==> config.mk <==
export PLATFORM = sky130hd
export DESIGN_NAME = cpu_operand_address_generator
export DESIGN_NICKNAME = d
export VERILOG_FILES = /design/src/core/opgen_pkg.sv /design/src/core/ones_adder.sv /design/src/core/cpu_operand_address_generator.sv
export SDC_FILE = /design/constraint.sdc
export NUM_CORES = 1
export LEC_CHECK = 0
export BUFFER_PORTS_ARGS = -buffer_cell sky130_fd_sc_hd__buf_4
export CAP_MARGIN = 25
export CORE_MARGIN = 5
export CORE_UTILIZATION = 53
export CTS_CLUSTER_SIZE = 24
export DETAILED_ROUTE_END_ITERATION = 7
export PLACE_DENSITY = 0.75
export SLEW_MARGIN = 25
export SYNTH_ARGS = -nofsm -noshare
export SYNTH_HDL_FRONTEND = slang
export SYNTH_SLANG_ARGS = --single-unit
==> constraint.sdc <==
create_clock -name core_clk_i -period 12.2 [get_ports core_clk_i]
set_input_delay 0.61 -clock core_clk_i [delete_from_list [all_inputs] [get_ports core_clk_i]]
set_output_delay 0.61 -clock core_clk_i [all_outputs]
set_load 0.01 [all_outputs]
==> src/core/opgen_pkg.sv <==
// constants, field layouts and types shared by the operand address path
// assumes a 16-bit word machine with one processor clock
`default_nettype none
package opgen_pkg;

  localparam int unsigned WORD_W = 16;
  localparam int unsigned REG_AW = 4;

  // register index map of the plain register port
  localparam logic [3:0] REG_ACC    = 4'h0;
  localparam logic [3:0] REG_AUX    = 4'h1;
  localparam logic [3:0] REG_PC     = 4'h2;
  localparam logic [3:0] REG_XCHG   = 4'h3;
  localparam logic [3:0] REG_ADDR   = 4'h4;
  localparam logic [3:0] REG_BRK    = 4'h5;
  localparam logic [3:0] REG_MASK   = 4'h6;
  localparam logic [3:0] REG_CTRL   = 4'h7;
  localparam logic [3:0] REG_STATUS = 4'h8;
  localparam logic [3:0] REG_EA     = 4'h9;
  localparam logic [3:0] REG_INSTR  = 4'hA;

  // control register bits
  localparam int unsigned CTRL_START  = 0;
  localparam int unsigned CTRL_M65K   = 1;
  localparam int unsigned CTRL_BPEN   = 2;
  // status register bits
  localparam int unsigned STAT_BUSY   = 0;
  localparam int unsigned STAT_DONE   = 1;
  localparam int unsigned STAT_BPHIT  = 2;
  localparam int unsigned STAT_OPND   = 3;

  // fixed storage locations and masks
  localparam logic [15:0] IDX2_LOC    = 16'h00FF;
  localparam logic [15:0] ADDR15_MASK = 16'h7FFF;
  localparam logic [15:0] WORD_ZERO   = 16'h0000;
  localparam logic [15:0] WORD_ONES   = 16'hFFFF;
  localparam logic [15:0] PC_STEP1    = 16'h0001;
  localparam logic [15:0] PC_STEP2    = 16'h0002;
  localparam logic [15:0] RESET_WORD  = 16'h0000;
  localparam int unsigned SIGN_BIT    = 15;

  // storage reference instruction layout
  typedef struct packed {
    logic [3:0] opcode;
    logic       rel;
    logic       ind;
    logic       idx1;
    logic       idx2;
    logic [7:0] delta;
  } instr_t;

  // one word read from main storage
  typedef struct packed {
    logic        ack;
    logic [15:0] data;
  } mem_rsp_t;

endpackage : opgen_pkg
`default_nettype wire

==> src/core/ones_adder.sv <==
// 16-bit one's complement adder with end-around carry
// assumes purely combinational use inside the operand address path
`timescale 1ns/1ps
`default_nettype none
module ones_adder
  import opgen_pkg::*;
(
  // operands
  input  wire logic [15:0] a_i,
  input  wire logic [15:0] b_i,
  // result
  output logic      [15:0] sum_o
);
  logic [16:0] raw;
  logic [15:0] wrapped;

  // carry out is folded back into bit 0; minus zero is shown as plus zero
  // so that a counter stepping past FFFE lands on 0000
  assign raw     = {1'b0, a_i} + {1'b0, b_i};
  assign wrapped = raw[15:0] + {15'h0000, raw[16]};
  assign sum_o   = (wrapped == WORD_ONES) ? WORD_ZERO : wrapped;
endmodule : ones_adder
`default_nettype wire

==> src/core/cpu_operand_address_generator.sv <==
// operand address path: operational registers, storage reference decode,
// base and effective address forming and program counter advance.
// assumes main storage answers each read request with an ack on this clock;
// panel switches and panel load strobe arrive asynchronously.
`timescale 1ns/1ps
`default_nettype none
module cpu_operand_address_generator
  import opgen_pkg::*;
(
  // clock, reset, enable
  input  wire logic        core_clk_i,
  input  wire logic        rst_i,
  input  wire logic        ce_i,
  // register port
  input  wire logic [3:0]  reg_addr_i,
  input  wire logic [15:0] reg_wdata_i,
  input  wire logic        reg_wr_i,
  input  wire logic        reg_rd_i,
  output logic      [15:0] reg_rdata_o,
  // main storage
  output logic             mem_req_o,
  output logic      [15:0] mem_addr_o,
  input  wire logic        mem_ack_i,
  input  wire logic [15:0] mem_data_i,
  // operator panel
  input  wire logic [15:0] panel_sw_i,
  input  wire logic        panel_load_i,
  // status
  output logic             busy_o,
  output logic      [15:0] ea_o,
  output logic             bp_hit_o
);
  typedef enum logic [2:0] {
    ST_IDLE, ST_FETCH, ST_DECODE, ST_WORD2, ST_IND, ST_IDX1, ST_IDX2, ST_FINISH
  } state_t;
  state_t      state_r;
  logic [15:0] acc_r;
  logic [15:0] aux_r;
  logic [15:0] pc_r;
  logic [15:0] xchg_r;
  logic [15:0] addr_r;
  logic [15:0] brk_r;
  logic [15:0] mask_r;
  logic [15:0] ea_r;
  logic [15:0] rdata_r;
  instr_t      instr_r;
  logic        m65k_r;
  logic        bpen_r;
  logic        done_r;
  logic        bphit_r;
  logic        opnd_r;
  logic        req_r;
  logic        busy_r;
  // panel synchronisers: first stage feeds only the second
  logic [15:0] sw_s1_r;
  logic [15:0] sw_s2_r;
  logic        ld_s1_r;
  logic        ld_s2_r;
  logic        ld_s3_r;
  // decode of the port
  logic wr_acc;
  logic wr_aux;
  logic wr_pc;
  logic wr_mask;
  logic wr_ctrl;
  logic wr_stat;
  logic start;
  assign wr_acc  = reg_wr_i && (reg_addr_i == REG_ACC);
  assign wr_aux  = reg_wr_i && (reg_addr_i == REG_AUX);
  assign wr_pc   = reg_wr_i && (reg_addr_i == REG_PC) && (state_r == ST_IDLE);
  assign wr_mask = reg_wr_i && (reg_addr_i == REG_MASK);
  assign wr_ctrl = reg_wr_i && (reg_addr_i == REG_CTRL);
  assign wr_stat = reg_wr_i && (reg_addr_i == REG_STATUS);
  assign start   = wr_ctrl && reg_wdata_i[CTRL_START] && (state_r == ST_IDLE);
  // instruction fields, taken from the word held after the fetch
  instr_t      ins;
  logic        dzero;
  logic [15:0] d_zext;
  logic [15:0] d_sext;
  assign ins    = instr_r;
  assign dzero  = (ins.delta == 8'h00);
  assign d_zext = {8'h00, ins.delta};
  assign d_sext = {{8{ins.delta[7]}}, ins.delta};

  // program counter adder: +1 while forming, +1 or +2 at the end
  logic [15:0] pc_step;
  logic [15:0] pc_sum;
  logic [15:0] pc_next;
  assign pc_step = (state_r == ST_FINISH && dzero) ? PC_STEP2 : PC_STEP1;
  assign pc_next = m65k_r ? pc_sum : (pc_sum & ADDR15_MASK);

  ones_adder u_pc_add (
    .a_i   (pc_r),
    .b_i   (pc_step),
    .sum_o (pc_sum)
  );

  // shared address adder; operands chosen by the current step
  logic [15:0] add_a;
  logic [15:0] add_b;
  logic [15:0] add_sum;
  assign add_a = (state_r == ST_DECODE) ? pc_r :
                 (state_r == ST_WORD2)  ? pc_sum : ea_r;
  assign add_b = (state_r == ST_DECODE) ? d_sext :
                 (state_r == ST_IDX1)   ? aux_r : mem_data_i;

  ones_adder u_ea_add (
    .a_i   (add_a),
    .b_i   (add_b),
    .sum_o (add_sum)
  );

  // indirect word handling: in 32K a set bit 15 means another level
  logic        ind_more;
  logic [15:0] ind_next;
  assign ind_more = !m65k_r && mem_data_i[SIGN_BIT];
  assign ind_next = mem_data_i & ADDR15_MASK;

  // after the base is known: choose the first indexing step
  state_t      idx_state;
  logic        idx_req;
  assign idx_state = ins.idx1 ? ST_IDX1 : (ins.idx2 ? ST_IDX2 : ST_FINISH);
  assign idx_req   = !ins.idx1 && ins.idx2;

  // state sequence, address register, request strobe, effective address
  always_ff @(posedge core_clk_i) begin
    if (rst_i) begin
      state_r <= ST_IDLE;
      addr_r  <= RESET_WORD;
      ea_r    <= RESET_WORD;
      req_r   <= 1'b0;
    end else if (ce_i) begin
      req_r <= 1'b0;
      unique case (state_r)
        ST_IDLE: begin
          if (start) begin
            addr_r  <= pc_r;
            req_r   <= 1'b1;
            state_r <= ST_FETCH;
          end
        end
        ST_FETCH: begin
          if (mem_ack_i) begin
            state_r <= ST_DECODE;
          end
        end
        ST_DECODE: begin
          if (dzero) begin
            // second word carries the address or the constant
            addr_r  <= pc_sum;
            req_r   <= 1'b1;
            state_r <= ST_WORD2;
          end else if (!ins.rel && !ins.ind) begin
            ea_r    <= d_zext;
            addr_r  <= idx_req ? IDX2_LOC : addr_r;
            req_r   <= idx_req;
            state_r <= idx_state;
          end else if (!ins.rel) begin
            addr_r  <= d_zext;
            req_r   <= 1'b1;
            state_r <= ST_IND;
          end else if (!ins.ind) begin
            ea_r    <= add_sum;
            addr_r  <= idx_req ? IDX2_LOC : addr_r;
            req_r   <= idx_req;
            state_r <= idx_state;
          end else begin
            addr_r  <= add_sum;
            req_r   <= 1'b1;
            state_r <= ST_IND;
          end
        end
        ST_WORD2: begin
          if (mem_ack_i) begin
            if (ins.rel && ins.ind) begin
              addr_r  <= add_sum;
              req_r   <= 1'b1;
              state_r <= ST_IND;
            end else if (ins.ind && ind_more) begin
              addr_r  <= ind_next;
              req_r   <= 1'b1;
              state_r <= ST_IND;
            end else begin
              // constant, storage, or 16-bit relative base
              ea_r    <= ins.rel ? add_sum : mem_data_i;
              addr_r  <= idx_req ? IDX2_LOC : addr_r;
              req_r   <= idx_req;
              state_r <= idx_state;
            end
          end
        end
        ST_IND: begin
          if (mem_ack_i) begin
            if (ind_more) begin
              addr_r  <= ind_next;
              req_r   <= 1'b1;
            end else begin
              ea_r    <= mem_data_i;
              addr_r  <= idx_req ? IDX2_LOC : addr_r;
              req_r   <= idx_req;
              state_r <= idx_state;
            end
          end
        end
        ST_IDX1: begin
          ea_r    <= add_sum;
          addr_r  <= ins.idx2 ? IDX2_LOC : addr_r;
          req_r   <= ins.idx2;
          state_r <= ins.idx2 ? ST_IDX2 : ST_FINISH;
        end
        ST_IDX2: begin
          if (mem_ack_i) begin
            ea_r    <= add_sum;
            state_r <= ST_FINISH;
          end
        end
        ST_FINISH: begin
          state_r <= ST_IDLE;
        end
      endcase
    end
  end

  // exchange register takes every storage word; instruction latched at fetch
  always_ff @(posedge core_clk_i) begin
    if (rst_i) begin
      xchg_r  <= RESET_WORD;
      instr_r <= '0;
    end else if (ce_i && mem_ack_i) begin
      xchg_r <= mem_data_i;
      if (state_r == ST_FETCH) begin
        instr_r <= instr_t'(mem_data_i);
      end
    end
  end

  // program-visible registers; pc writes only while idle to keep a walk coherent
  always_ff @(posedge core_clk_i) begin
    if (rst_i) begin
      acc_r  <= RESET_WORD;
      aux_r  <= RESET_WORD;
      pc_r   <= RESET_WORD;
      mask_r <= RESET_WORD;
      m65k_r <= 1'b0;
      bpen_r <= 1'b0;
    end else if (ce_i) begin
      if (wr_acc) acc_r <= reg_wdata_i;
      if (wr_aux) aux_r <= reg_wdata_i;
      if (wr_mask) mask_r <= reg_wdata_i;
      if (wr_ctrl) begin
        m65k_r <= reg_wdata_i[CTRL_M65K];
        bpen_r <= reg_wdata_i[CTRL_BPEN];
      end
      if (state_r == ST_FINISH) begin
        pc_r <= pc_next;
      end else if (wr_pc) begin
        pc_r <= m65k_r ? reg_wdata_i : (reg_wdata_i & ADDR15_MASK);
      end
    end
  end

  // panel switches come from another world: two flops before use
  always_ff @(posedge core_clk_i) begin
    if (rst_i) begin
      sw_s1_r <= RESET_WORD;
      sw_s2_r <= RESET_WORD;
      ld_s1_r <= 1'b0;
      ld_s2_r <= 1'b0;
      ld_s3_r <= 1'b0;
    end else if (ce_i) begin
      sw_s1_r <= panel_sw_i;
      sw_s2_r <= sw_s1_r;
      ld_s1_r <= panel_load_i;
      ld_s2_r <= ld_s1_r;
      ld_s3_r <= ld_s2_r;
    end
  end

  // breakpoint register has no program write path at all
  logic panel_load;
  assign panel_load = ld_s2_r && !ld_s3_r;
  always_ff @(posedge core_clk_i) begin
    if (rst_i) begin
      brk_r <= RESET_WORD;
    end else if (ce_i && panel_load) begin
      brk_r <= sw_s2_r;
    end
  end

  // sticky status: a hardware set beats a software clear in the same cycle
  logic bp_set;
  logic done_set;
  assign bp_set   = bpen_r && (state_r == ST_FETCH) && (pc_r == brk_r);
  assign done_set = (state_r == ST_FINISH);
  always_ff @(posedge core_clk_i) begin
    if (rst_i) begin
      done_r  <= 1'b0;
      bphit_r <= 1'b0;
      opnd_r  <= 1'b0;
      busy_r  <= 1'b0;
    end else if (ce_i) begin
      busy_r <= (state_r != ST_IDLE) || start;
      if (done_set) done_r <= 1'b1;
      else if (wr_stat && reg_wdata_i[STAT_DONE]) done_r <= 1'b0;
      if (bp_set) bphit_r <= 1'b1;
      else if (wr_stat && reg_wdata_i[STAT_BPHIT]) bphit_r <= 1'b0;
      if (done_set) opnd_r <= !ins.rel && !ins.ind && dzero;
    end
  end

  // read data selection; unmapped indices read zero
  logic [15:0] stat_word;
  logic [15:0] ctrl_word;
  logic [15:0] rd_mux;
  assign stat_word = {12'h000, opnd_r, bphit_r, done_r, busy_r};
  assign ctrl_word = {13'h0000, bpen_r, m65k_r, 1'b0};
  assign rd_mux = (reg_addr_i == REG_ACC)    ? acc_r :
                  (reg_addr_i == REG_AUX)    ? aux_r :
                  (reg_addr_i == REG_PC)     ? pc_r :
                  (reg_addr_i == REG_XCHG)   ? xchg_r :
                  (reg_addr_i == REG_ADDR)   ? addr_r :
                  (reg_addr_i == REG_BRK)    ? brk_r :
                  (reg_addr_i == REG_MASK)   ? mask_r :
                  (reg_addr_i == REG_CTRL)   ? ctrl_word :
                  (reg_addr_i == REG_STATUS) ? stat_word :
                  (reg_addr_i == REG_EA)     ? ea_r :
                  (reg_addr_i == REG_INSTR)  ? instr_r : WORD_ZERO;

  // read data stands one cycle after the strobe and only then
  always_ff @(posedge core_clk_i) begin
    if (rst_i) begin
      rdata_r <= RESET_WORD;
    end else if (ce_i) begin
      rdata_r <= reg_rd_i ? rd_mux : WORD_ZERO;
    end
  end
  assign reg_rdata_o = rdata_r;
  assign mem_req_o   = req_r;
  assign mem_addr_o  = addr_r;
  assign busy_o      = busy_r;
  assign ea_o        = ea_r;
  assign bp_hit_o    = bphit_r;
endmodule : cpu_operand_address_generator
`default_nettype wire

; ---- Word level (Yosys, flattened, before mapping)
; Cells that the tools add are included.
[totals]
regBits = 205
output_inout_bits = 51
wordCells = 192
[op_classes]
eq_ne = 32
add_sub_neg = 4
reduce_logical = 50
mux = 78
[op_table]
columns = operator, count
row1 = two-way mux 16 bit, 45
row2 = one-hot mux 16 bit (5 select lines), 2
row3 = two-way mux 3 bit, 13
row4 = adder 16 x 1 -> 16 bit, 2
row5 = == test 16 bit (second input constant), 2
row6 = one-hot mux 3 bit (8 select lines), 1
row7 = logical AND 1 bit, 23
row8 = inequality test 2 bit (second input constant), 10
row9 = AND reduction 2 bit, 9
row10 = adder 16 x 16 -> 17 bit, 1
row11 = adder 16 x 2 -> 17 bit, 1
row12 = == test 16 bit, 1
row13 = == test 4 x 3 -> 1 bit (second input constant), 4
row14 = two-way mux 1 bit, 15
row15 = == test 3 bit (second input constant), 4
row16 = == test 4 bit (second input constant), 3
row17 = AND reduction 11 bit, 1
row18 = nonzero test 5 bit, 2
row19 = == test 4 x 2 -> 1 bit (second input constant), 2
row20 = zero test 8 bit, 1
row21 = AND reduction 7 bit, 1
row22 = == test 3 x 2 -> 1 bit (second input constant), 2
row23 = inequality test 3 x 2 -> 1 bit (second input constant), 2
row24 = AND reduction 6 bit, 1
row25 = other kinds (10), 16

; ---- Longest topological paths before layout
[logic_depth]
word_depth = 18
ltp_mapped = 46
depth_no_buf = 39

; ---- Modules after synthesis
; A second synthesis with hierarchy kept.
[unflattened]
cells_unflattened = 1942
hier_area_um2 = 14353.8
[modules_own_cells]
columns = module, seq_area_each_um2, cells_per_inst, n_inst, area_per_inst_um2
row1 = cpu_operand_address_generator, 4103.9, 1582, 1, 11478.5
row2 = ones_adder, 0.0, 180, 2, 1437.6

; ---- Worst setup path before layout
; No wires, ideal clock.
[synth_timing]
path_type = register -> register
start = register state_r[2]
end = register addr_r[6] (netlist: mem_addr_o[6])
slack_ns = 2.375
setup_time_ns = 0.126
path_stages_with_launch = 44
period_less_slack_ns = 9.825
arrival_time_ns = 9.698
t_required_ns = 12.074
path_cell_list = dfxtp_1 -> clkbuf_1 -> clkbuf_1 -> and3_1 -> clkbuf_1 -> nand2_1 -> inv_1 -> fa_1 -> buf_2 -> inv_1 -> nor4_1 -> and3_1 -> ha_1 -> nand2_1 -> or2_2 -> maj3_1 -> or3_1 -> a221oi_1 -> [... 8 more ...] -> nand2_1 -> nor4b_1 -> a21oi_1 -> a21oi_1 -> a21o_1 -> a21o_1 -> ha_1 -> ha_1 -> nor2b_1 -> nand4_1 -> a211oi_2 -> o2111ai_1 -> xor2_1 -> or3_1 -> or4_4 -> a2111oi_4 -> o311a_1 -> o22ai_1
[synth_via]
elab_chain_len = 18
word_cells_on_any_way = 34
classes_between = 4 x add/sub / 11 x eq/ne / 14 x mux / 5 x reduce/logical
[synth_rtl]
columns = item, line
row1 = start: declaration, cpu_operand_address_generator.sv:36  ; state_t state_r;
row2 = start signal: assignment, cpu_operand_address_generator.sv:157  ; state_r <= idx_state;
row3 = start signal: assignment, cpu_operand_address_generator.sv:166  ; state_r <= idx_state;
row4 = start signal: assignment, cpu_operand_address_generator.sv:188  ; state_r <= idx_state;
row5 = == test 3 bit, cpu_operand_address_generator.sv:89  ; assign pc_step = (state_r == ST_FINISH && dzero) ? PC_STEP2 : PC_STEP1;
row6 = logical AND 1 bit, cpu_operand_address_generator.sv:89
row7 = two-way mux 2 bit, cpu_operand_address_generator.sv:89
row8 = adder 16 x 2 -> 17 bit, ones_adder.sv:19  ; assign raw = {1'b0, a_i} + {1'b0, b_i};
row9 = adder 16 x 1 -> 16 bit, ones_adder.sv:20  ; assign wrapped = raw[15:0] + {15'h0000, raw[16]};
row10 = == test 16 bit, ones_adder.sv:21  ; assign sum_o = (wrapped == WORD_ONES) ? WORD_ZERO : wrapped;
row11 = two-way mux 16 bit, ones_adder.sv:21
row12 = two-way mux 16 bit, cpu_operand_address_generator.sv:103  ; (state_r == ST_WORD2) ? pc_sum : ea_r;
row13 = [... 2 more ...], -
row14 = adder 16 x 1 -> 16 bit, ones_adder.sv:20
row15 = == test 16 bit, ones_adder.sv:21
row16 = two-way mux 16 bit, ones_adder.sv:21
row17 = two-way mux 16 bit, cpu_operand_address_generator.sv:162  ; end else if (!ins.ind) begin
row18 = two-way mux 16 bit, cpu_operand_address_generator.sv:158  ; end else if (!ins.rel) begin
row19 = two-way mux 16 bit, cpu_operand_address_generator.sv:153  ; end else if (!ins.rel && !ins.ind) begin
row20 = two-way mux 16 bit, cpu_operand_address_generator.sv:148  ; if (dzero) begin
row21 = one-hot mux 16 bit (5 select lines), cpu_operand_address_generator.sv:134  ; unique case (state_r)
row22 = end signal: assignment, cpu_operand_address_generator.sv:150  ; addr_r <= pc_sum;
row23 = end signal: assignment, cpu_operand_address_generator.sv:155  ; addr_r <= idx_req ? IDX2_LOC : addr_r;
row24 = end signal: assignment, cpu_operand_address_generator.sv:159  ; addr_r <= d_zext;
row25 = end: declaration, cpu_operand_address_generator.sv:41  ; logic [15:0] addr_r;
; Parallel ways exist; a longest one is shown, timed or not. The select of a mux whose other input is x is not followed.
; A chain may end at the register's enable or synchronous reset.

; ---- Final worst setup path
[layout_timing]
start = register state_r[2]
end = register addr_r[12] (netlist: mem_addr_o[12])
; Same word-level chain as after synthesis.

==> metrics.md <==
| Metric | Value |
|---|---|
| Outcome | finished with violations |
| Failing checks | DRC |
| Setup repair after global routing missed its margin | false |
| TritonCTS clock tree | done |
| Yosys cell types | 83 |
| Chip width | 171 um |
| Boundary pin count | 110 |
| Number of failing setup endpoints in the final timing report | 0 |
| Syn nets | 2022 |
| Worst hold path class | in -> reg |
| DR WL/cell | 27.1 um |
| Total clock sinks | 205 |
| Worst Setup Slack, final | 856 ps |
| Post-CTS Setup Bufs | 0 |
| Fillcell total | 2368 |
| Layout overhead on the synthesized area | 12.1% |
| Cell count after synthesis | 1939 |
| Proportion of power drawn by combinational gates | 9.7% |
| Register bit count reported by yosys | 205 |
| Flop pwr share | 44.4% |
| Post-Synthesis Cell Area | 0.0137 mm^2 |
| Die area | 0.0291 mm^2 |
| Rel. slew slack | 23.6% |
| Site row count | 58 |
| Critical Path RT | 12600 ps |
| Clk Latency, worst-skew pair | 530 ps |
| Final weighted congestion of routability-driven global placement | 1.08 |
| Data arrival time of the critical path | 11740 ps |
| Minimum clock period | 11340 ps |
| Clock transition at the registers of the reported paths | 60 ps |
| I/O Buffers | 109 |
| Leakage power of the design | 5.61 nW |
| First-pass iteration count of the detailed router | 8 |
| Final antenna-violating net count | 0 |
| Period Utilization, post-route | 93.0% |
| Number of buffer and inverter stages on the critical path | 2 |
| HPWL after DPL | 45.5 mm |
| Drt via density | 6.93 |
| Sequential area share after synthesis | 30.0% |
| Die height | 171 um |
| GRT Total Usage | 40.8% |
| Internal power | 0.00115 W |
| Global-route track usage on met3 | 10.0% |
| Sum of overflow across all layers after global routing | 0 |
| Post-cts hold buffer count | 0 |
| Number of pins with negative max-slew slack in the final report | 0 |
| Routing usage on met1 | 51.5% |
| Hold Fails Final Rpt | 0 |
| Synthesized area per cell | 7.05 um^2 |
| Post-Place Setup Slack | 1110 ps |
| Gate family responsible for the most delay along the worst path | compound AO/OA/AOI/OAI gates |
| Pwr Density | 101 mW/mm^2 |
| Initial drt markers | 2948 |
| Worst-margin pin slew | 1140 ps |
| Cell types with the largest area share after synthesis | sky130_fd_sc_hd__dfxtp_1, sky130_fd_sc_hd__nand2_1, sky130_fd_sc_hd__a21oi_1 |
| Detailed-route wire length | 62.1 mm |
| Synth top area share | 30.0% |
| Most used cell, CP | sky130_fd_sc_hd__ha_1 |
| Final-layout setup total negative slack | 0 ps |
| Portion of total power attributed to the clock network | 46.0% |
| H-Tree Depth | 1 |
| Number of antenna violations at the first check in global routing | 1 |
| Vias | 15.9k |
| Antenna diode instance count | 0 |
| Largest fanout on the critical path | 22 |
| Switching power as a share of total power | 26.3% |
| Initial cell density of the core | 54.0% |
| Root buffer selected by CTS | sky130_fd_sc_hd__clkbuf_16 |
| Switching component of the power | 0.000410 W |
| Nature of the critical path endpoint | register |
| Number of nets in the finished design | 2031 |
| Biggest area consumer among synthesized cells | sky130_fd_sc_hd__dfxtp_1 |
| FMAX | 88.1 MHz |
| Critical Path Start Type | register |
| Placeable core region | 0.0253 mm^2 |
| Maximum clock path buffer count | 3 |
| Wire length of the first global-routing pass | 90.9 mm |
| GR peak layer | met2 |
| WS Path Type | reg -> reg |
| Share of the core filled with cells | 60.5% |
| Final std cell area, no fill | 0.0153 mm^2 |
| Slowest stage cell, crit path | sky130_fd_sc_hd__dfxtp_1 |
| Max cap viols | 0 |
| Maximum resistive drop on vdd | 0.000142 V |
| Placed cell areas | 0.0146 mm^2 |
| Largest stage delay on the critical path | 730 ps |
| Number of enable-type register cells in the synthesized netlist | 0 |
| CTS Buf Count | 22 |
| Fraction of final layout cells with drive strength greater than 1 | 10.6% |
| Fraction of registers with async set/reset | 0% |
| Clock skew after layout | 23.8 ps |
| Number of global-route vias before repair | 14.5k |
| Number of warnings issued by yosys | 0 |
| Pin count of the biggest net entering global routing | 101 |
| Global-route track usage on met2 | 61.6% |
| Final routed DRC violation total | 1 |
| Main flop type after synthesis | sky130_fd_sc_hd__dfxtp_1 |
-- stage by stage --
stage | hold WS [ps] | std cells | total power (W)
finish | 313 | 2294 | 0.00155
global route | 352 | 2294 | 0.00159
CTS | 314 | 2293 | 0.00155
detailed placement | 445 | 2253 | 0.000847
global placement | 440 | 2253 | 0.000846
floorplan | 431 | 1939 | 0.000783
-- tightest hold or removal path: stages --
cell,delay (ps)
sky130_fd_sc_hd__buf_4,80
sky130_fd_sc_hd__mux2i_1,50
sky130_fd_sc_hd__nor2_1,70
-- power groups by stage --
stage	logic, W	registers (W)	clock network, W
3_5_place_dp	0.000143	0.000704	0
5_1_grt	0.000158	0.000690	0.000741
2_1_floorplan	0.0000831	0.000700	0
3_3_place_gp	0.000142	0.000704	0
6_report	0.000150	0.000690	0.000715
4_1_cts	0.000144	0.000689	0.000714
-- synthesized netlist by cell type (15+ instances only) --
library cell                 n
sky130_fd_sc_hd__nand2_1   381
sky130_fd_sc_hd__a21oi_1   219
sky130_fd_sc_hd__dfxtp_1   205
sky130_fd_sc_hd__nor2_1    198
sky130_fd_sc_hd__clkbuf_1  130
sky130_fd_sc_hd__o21ai_0   107
sky130_fd_sc_hd__mux2i_1    52
sky130_fd_sc_hd__nand3_1    52
sky130_fd_sc_hd__nor3_1     44
sky130_fd_sc_hd__a31oi_1    34
sky130_fd_sc_hd__xnor2_1    34
sky130_fd_sc_hd__nor2b_1    27
sky130_fd_sc_hd__a22oi_1    26
sky130_fd_sc_hd__nor4_1     23
sky130_fd_sc_hd__ha_1       22
sky130_fd_sc_hd__nand2b_1   21
sky130_fd_sc_hd__a211oi_1   20
sky130_fd_sc_hd__nand4_1    20
sky130_fd_sc_hd__xor2_1     20
sky130_fd_sc_hd__a221oi_1   19
sky130_fd_sc_hd__buf_2      18
sky130_fd_sc_hd__inv_1      18
sky130_fd_sc_hd__o211ai_1   18
sky130_fd_sc_hd__a311oi_1   16
sky130_fd_sc_hd__or3_1      15
-- worst paths after layout --
check	depth (start not counted)	endpoint	slack, ps	start
setup reg to reg	37	mem_addr_o[12]$_SDFFE_PP0P_	860	state_r[2]$_SDFFE_PP0P_
hold / removal	3	sw_s1_r[0]$_SDFFE_PP0P_	310	panel_sw_i[0]
setup / recovery	37	mem_addr_o[12]$_SDFFE_PP0P_	860	state_r[2]$_SDFFE_PP0P_
hold reg to reg	2	brk_r[5]$_SDFFE_PP0P_	450	sw_s2_r[5]$_SDFFE_PP0P_
-- repair_timing --
action,CTS,global route
resized for setup,0,1
endpoints found under the setup margin,0,4
hold endpoints to repair,0,0
-- state kept, by name, summed over array words and instances (netlist names), 3 cells and up --
register	count
ins	8
sw_s2_r	16
mem_addr_o	16
ea_o	16
d_sext	8
xchg_r	16
aux_r	16
state_r	3
mask_r	16
reg_rdata_o	16
acc_r	16
pc_r	16
sw_s1_r	16
brk_r	16
-- layout by cell type, fill, tap and decap left out, drive strengths merged, types with 13 or more instances in the layout --
cell type / count
nand2: 382
a21oi: 221
dfxtp: 205
nor2: 198
buf: 140
o21ai: 110
mux2i: 52
nand3: 52
nor3: 45
a31oi: 34
xnor2: 34
clkbuf: 30
nor2b: 27
a22oi: 26
nor4: 24
ha: 22
a211oi: 22
xor2: 22
nand2b: 21
nand4: 20
a221oi: 19
o211ai: 18
inv: 18
a311oi: 16
or3: 15
and3: 14
and2: 13
a221o: 13
-- area by class of cell --
cell class / count / area (um^2) / share of cell area [%]
clock buffer: 30 / 611 / 3.98
clock inverter: 10 / 151 / 0.988
multi-input combinational: 1561 / 8920 / 58.2
timing repair buffer: 140 / 1060 / 6.91
inverter: 18 / 67.6 / 0.441
sequential: 205 / 4100 / 26.8
tap: 330 / 413 / 2.69
-- kinds of logic after synthesis --
kind of cell	Yosys count	synth area share (%)
multiplexers	54	3.97
buffers and inverters	173	4.94
flip-flops	205	30.0
AO/OA/AOI/OAI	576	27.0
XOR/XNOR	56	3.70
adder cells (fa/ha/maj)	25	2.38
AND/OR/NAND/NOR	850	28.0
-- per-layer routing --
metal,vias to the layer above,routed length [um]
li1,7008,-
met1,7422,22400
met2,1131,26200
met3,339,7860
met4,2,5600
met5,-,9
Power figures use the tool's default switching activity.
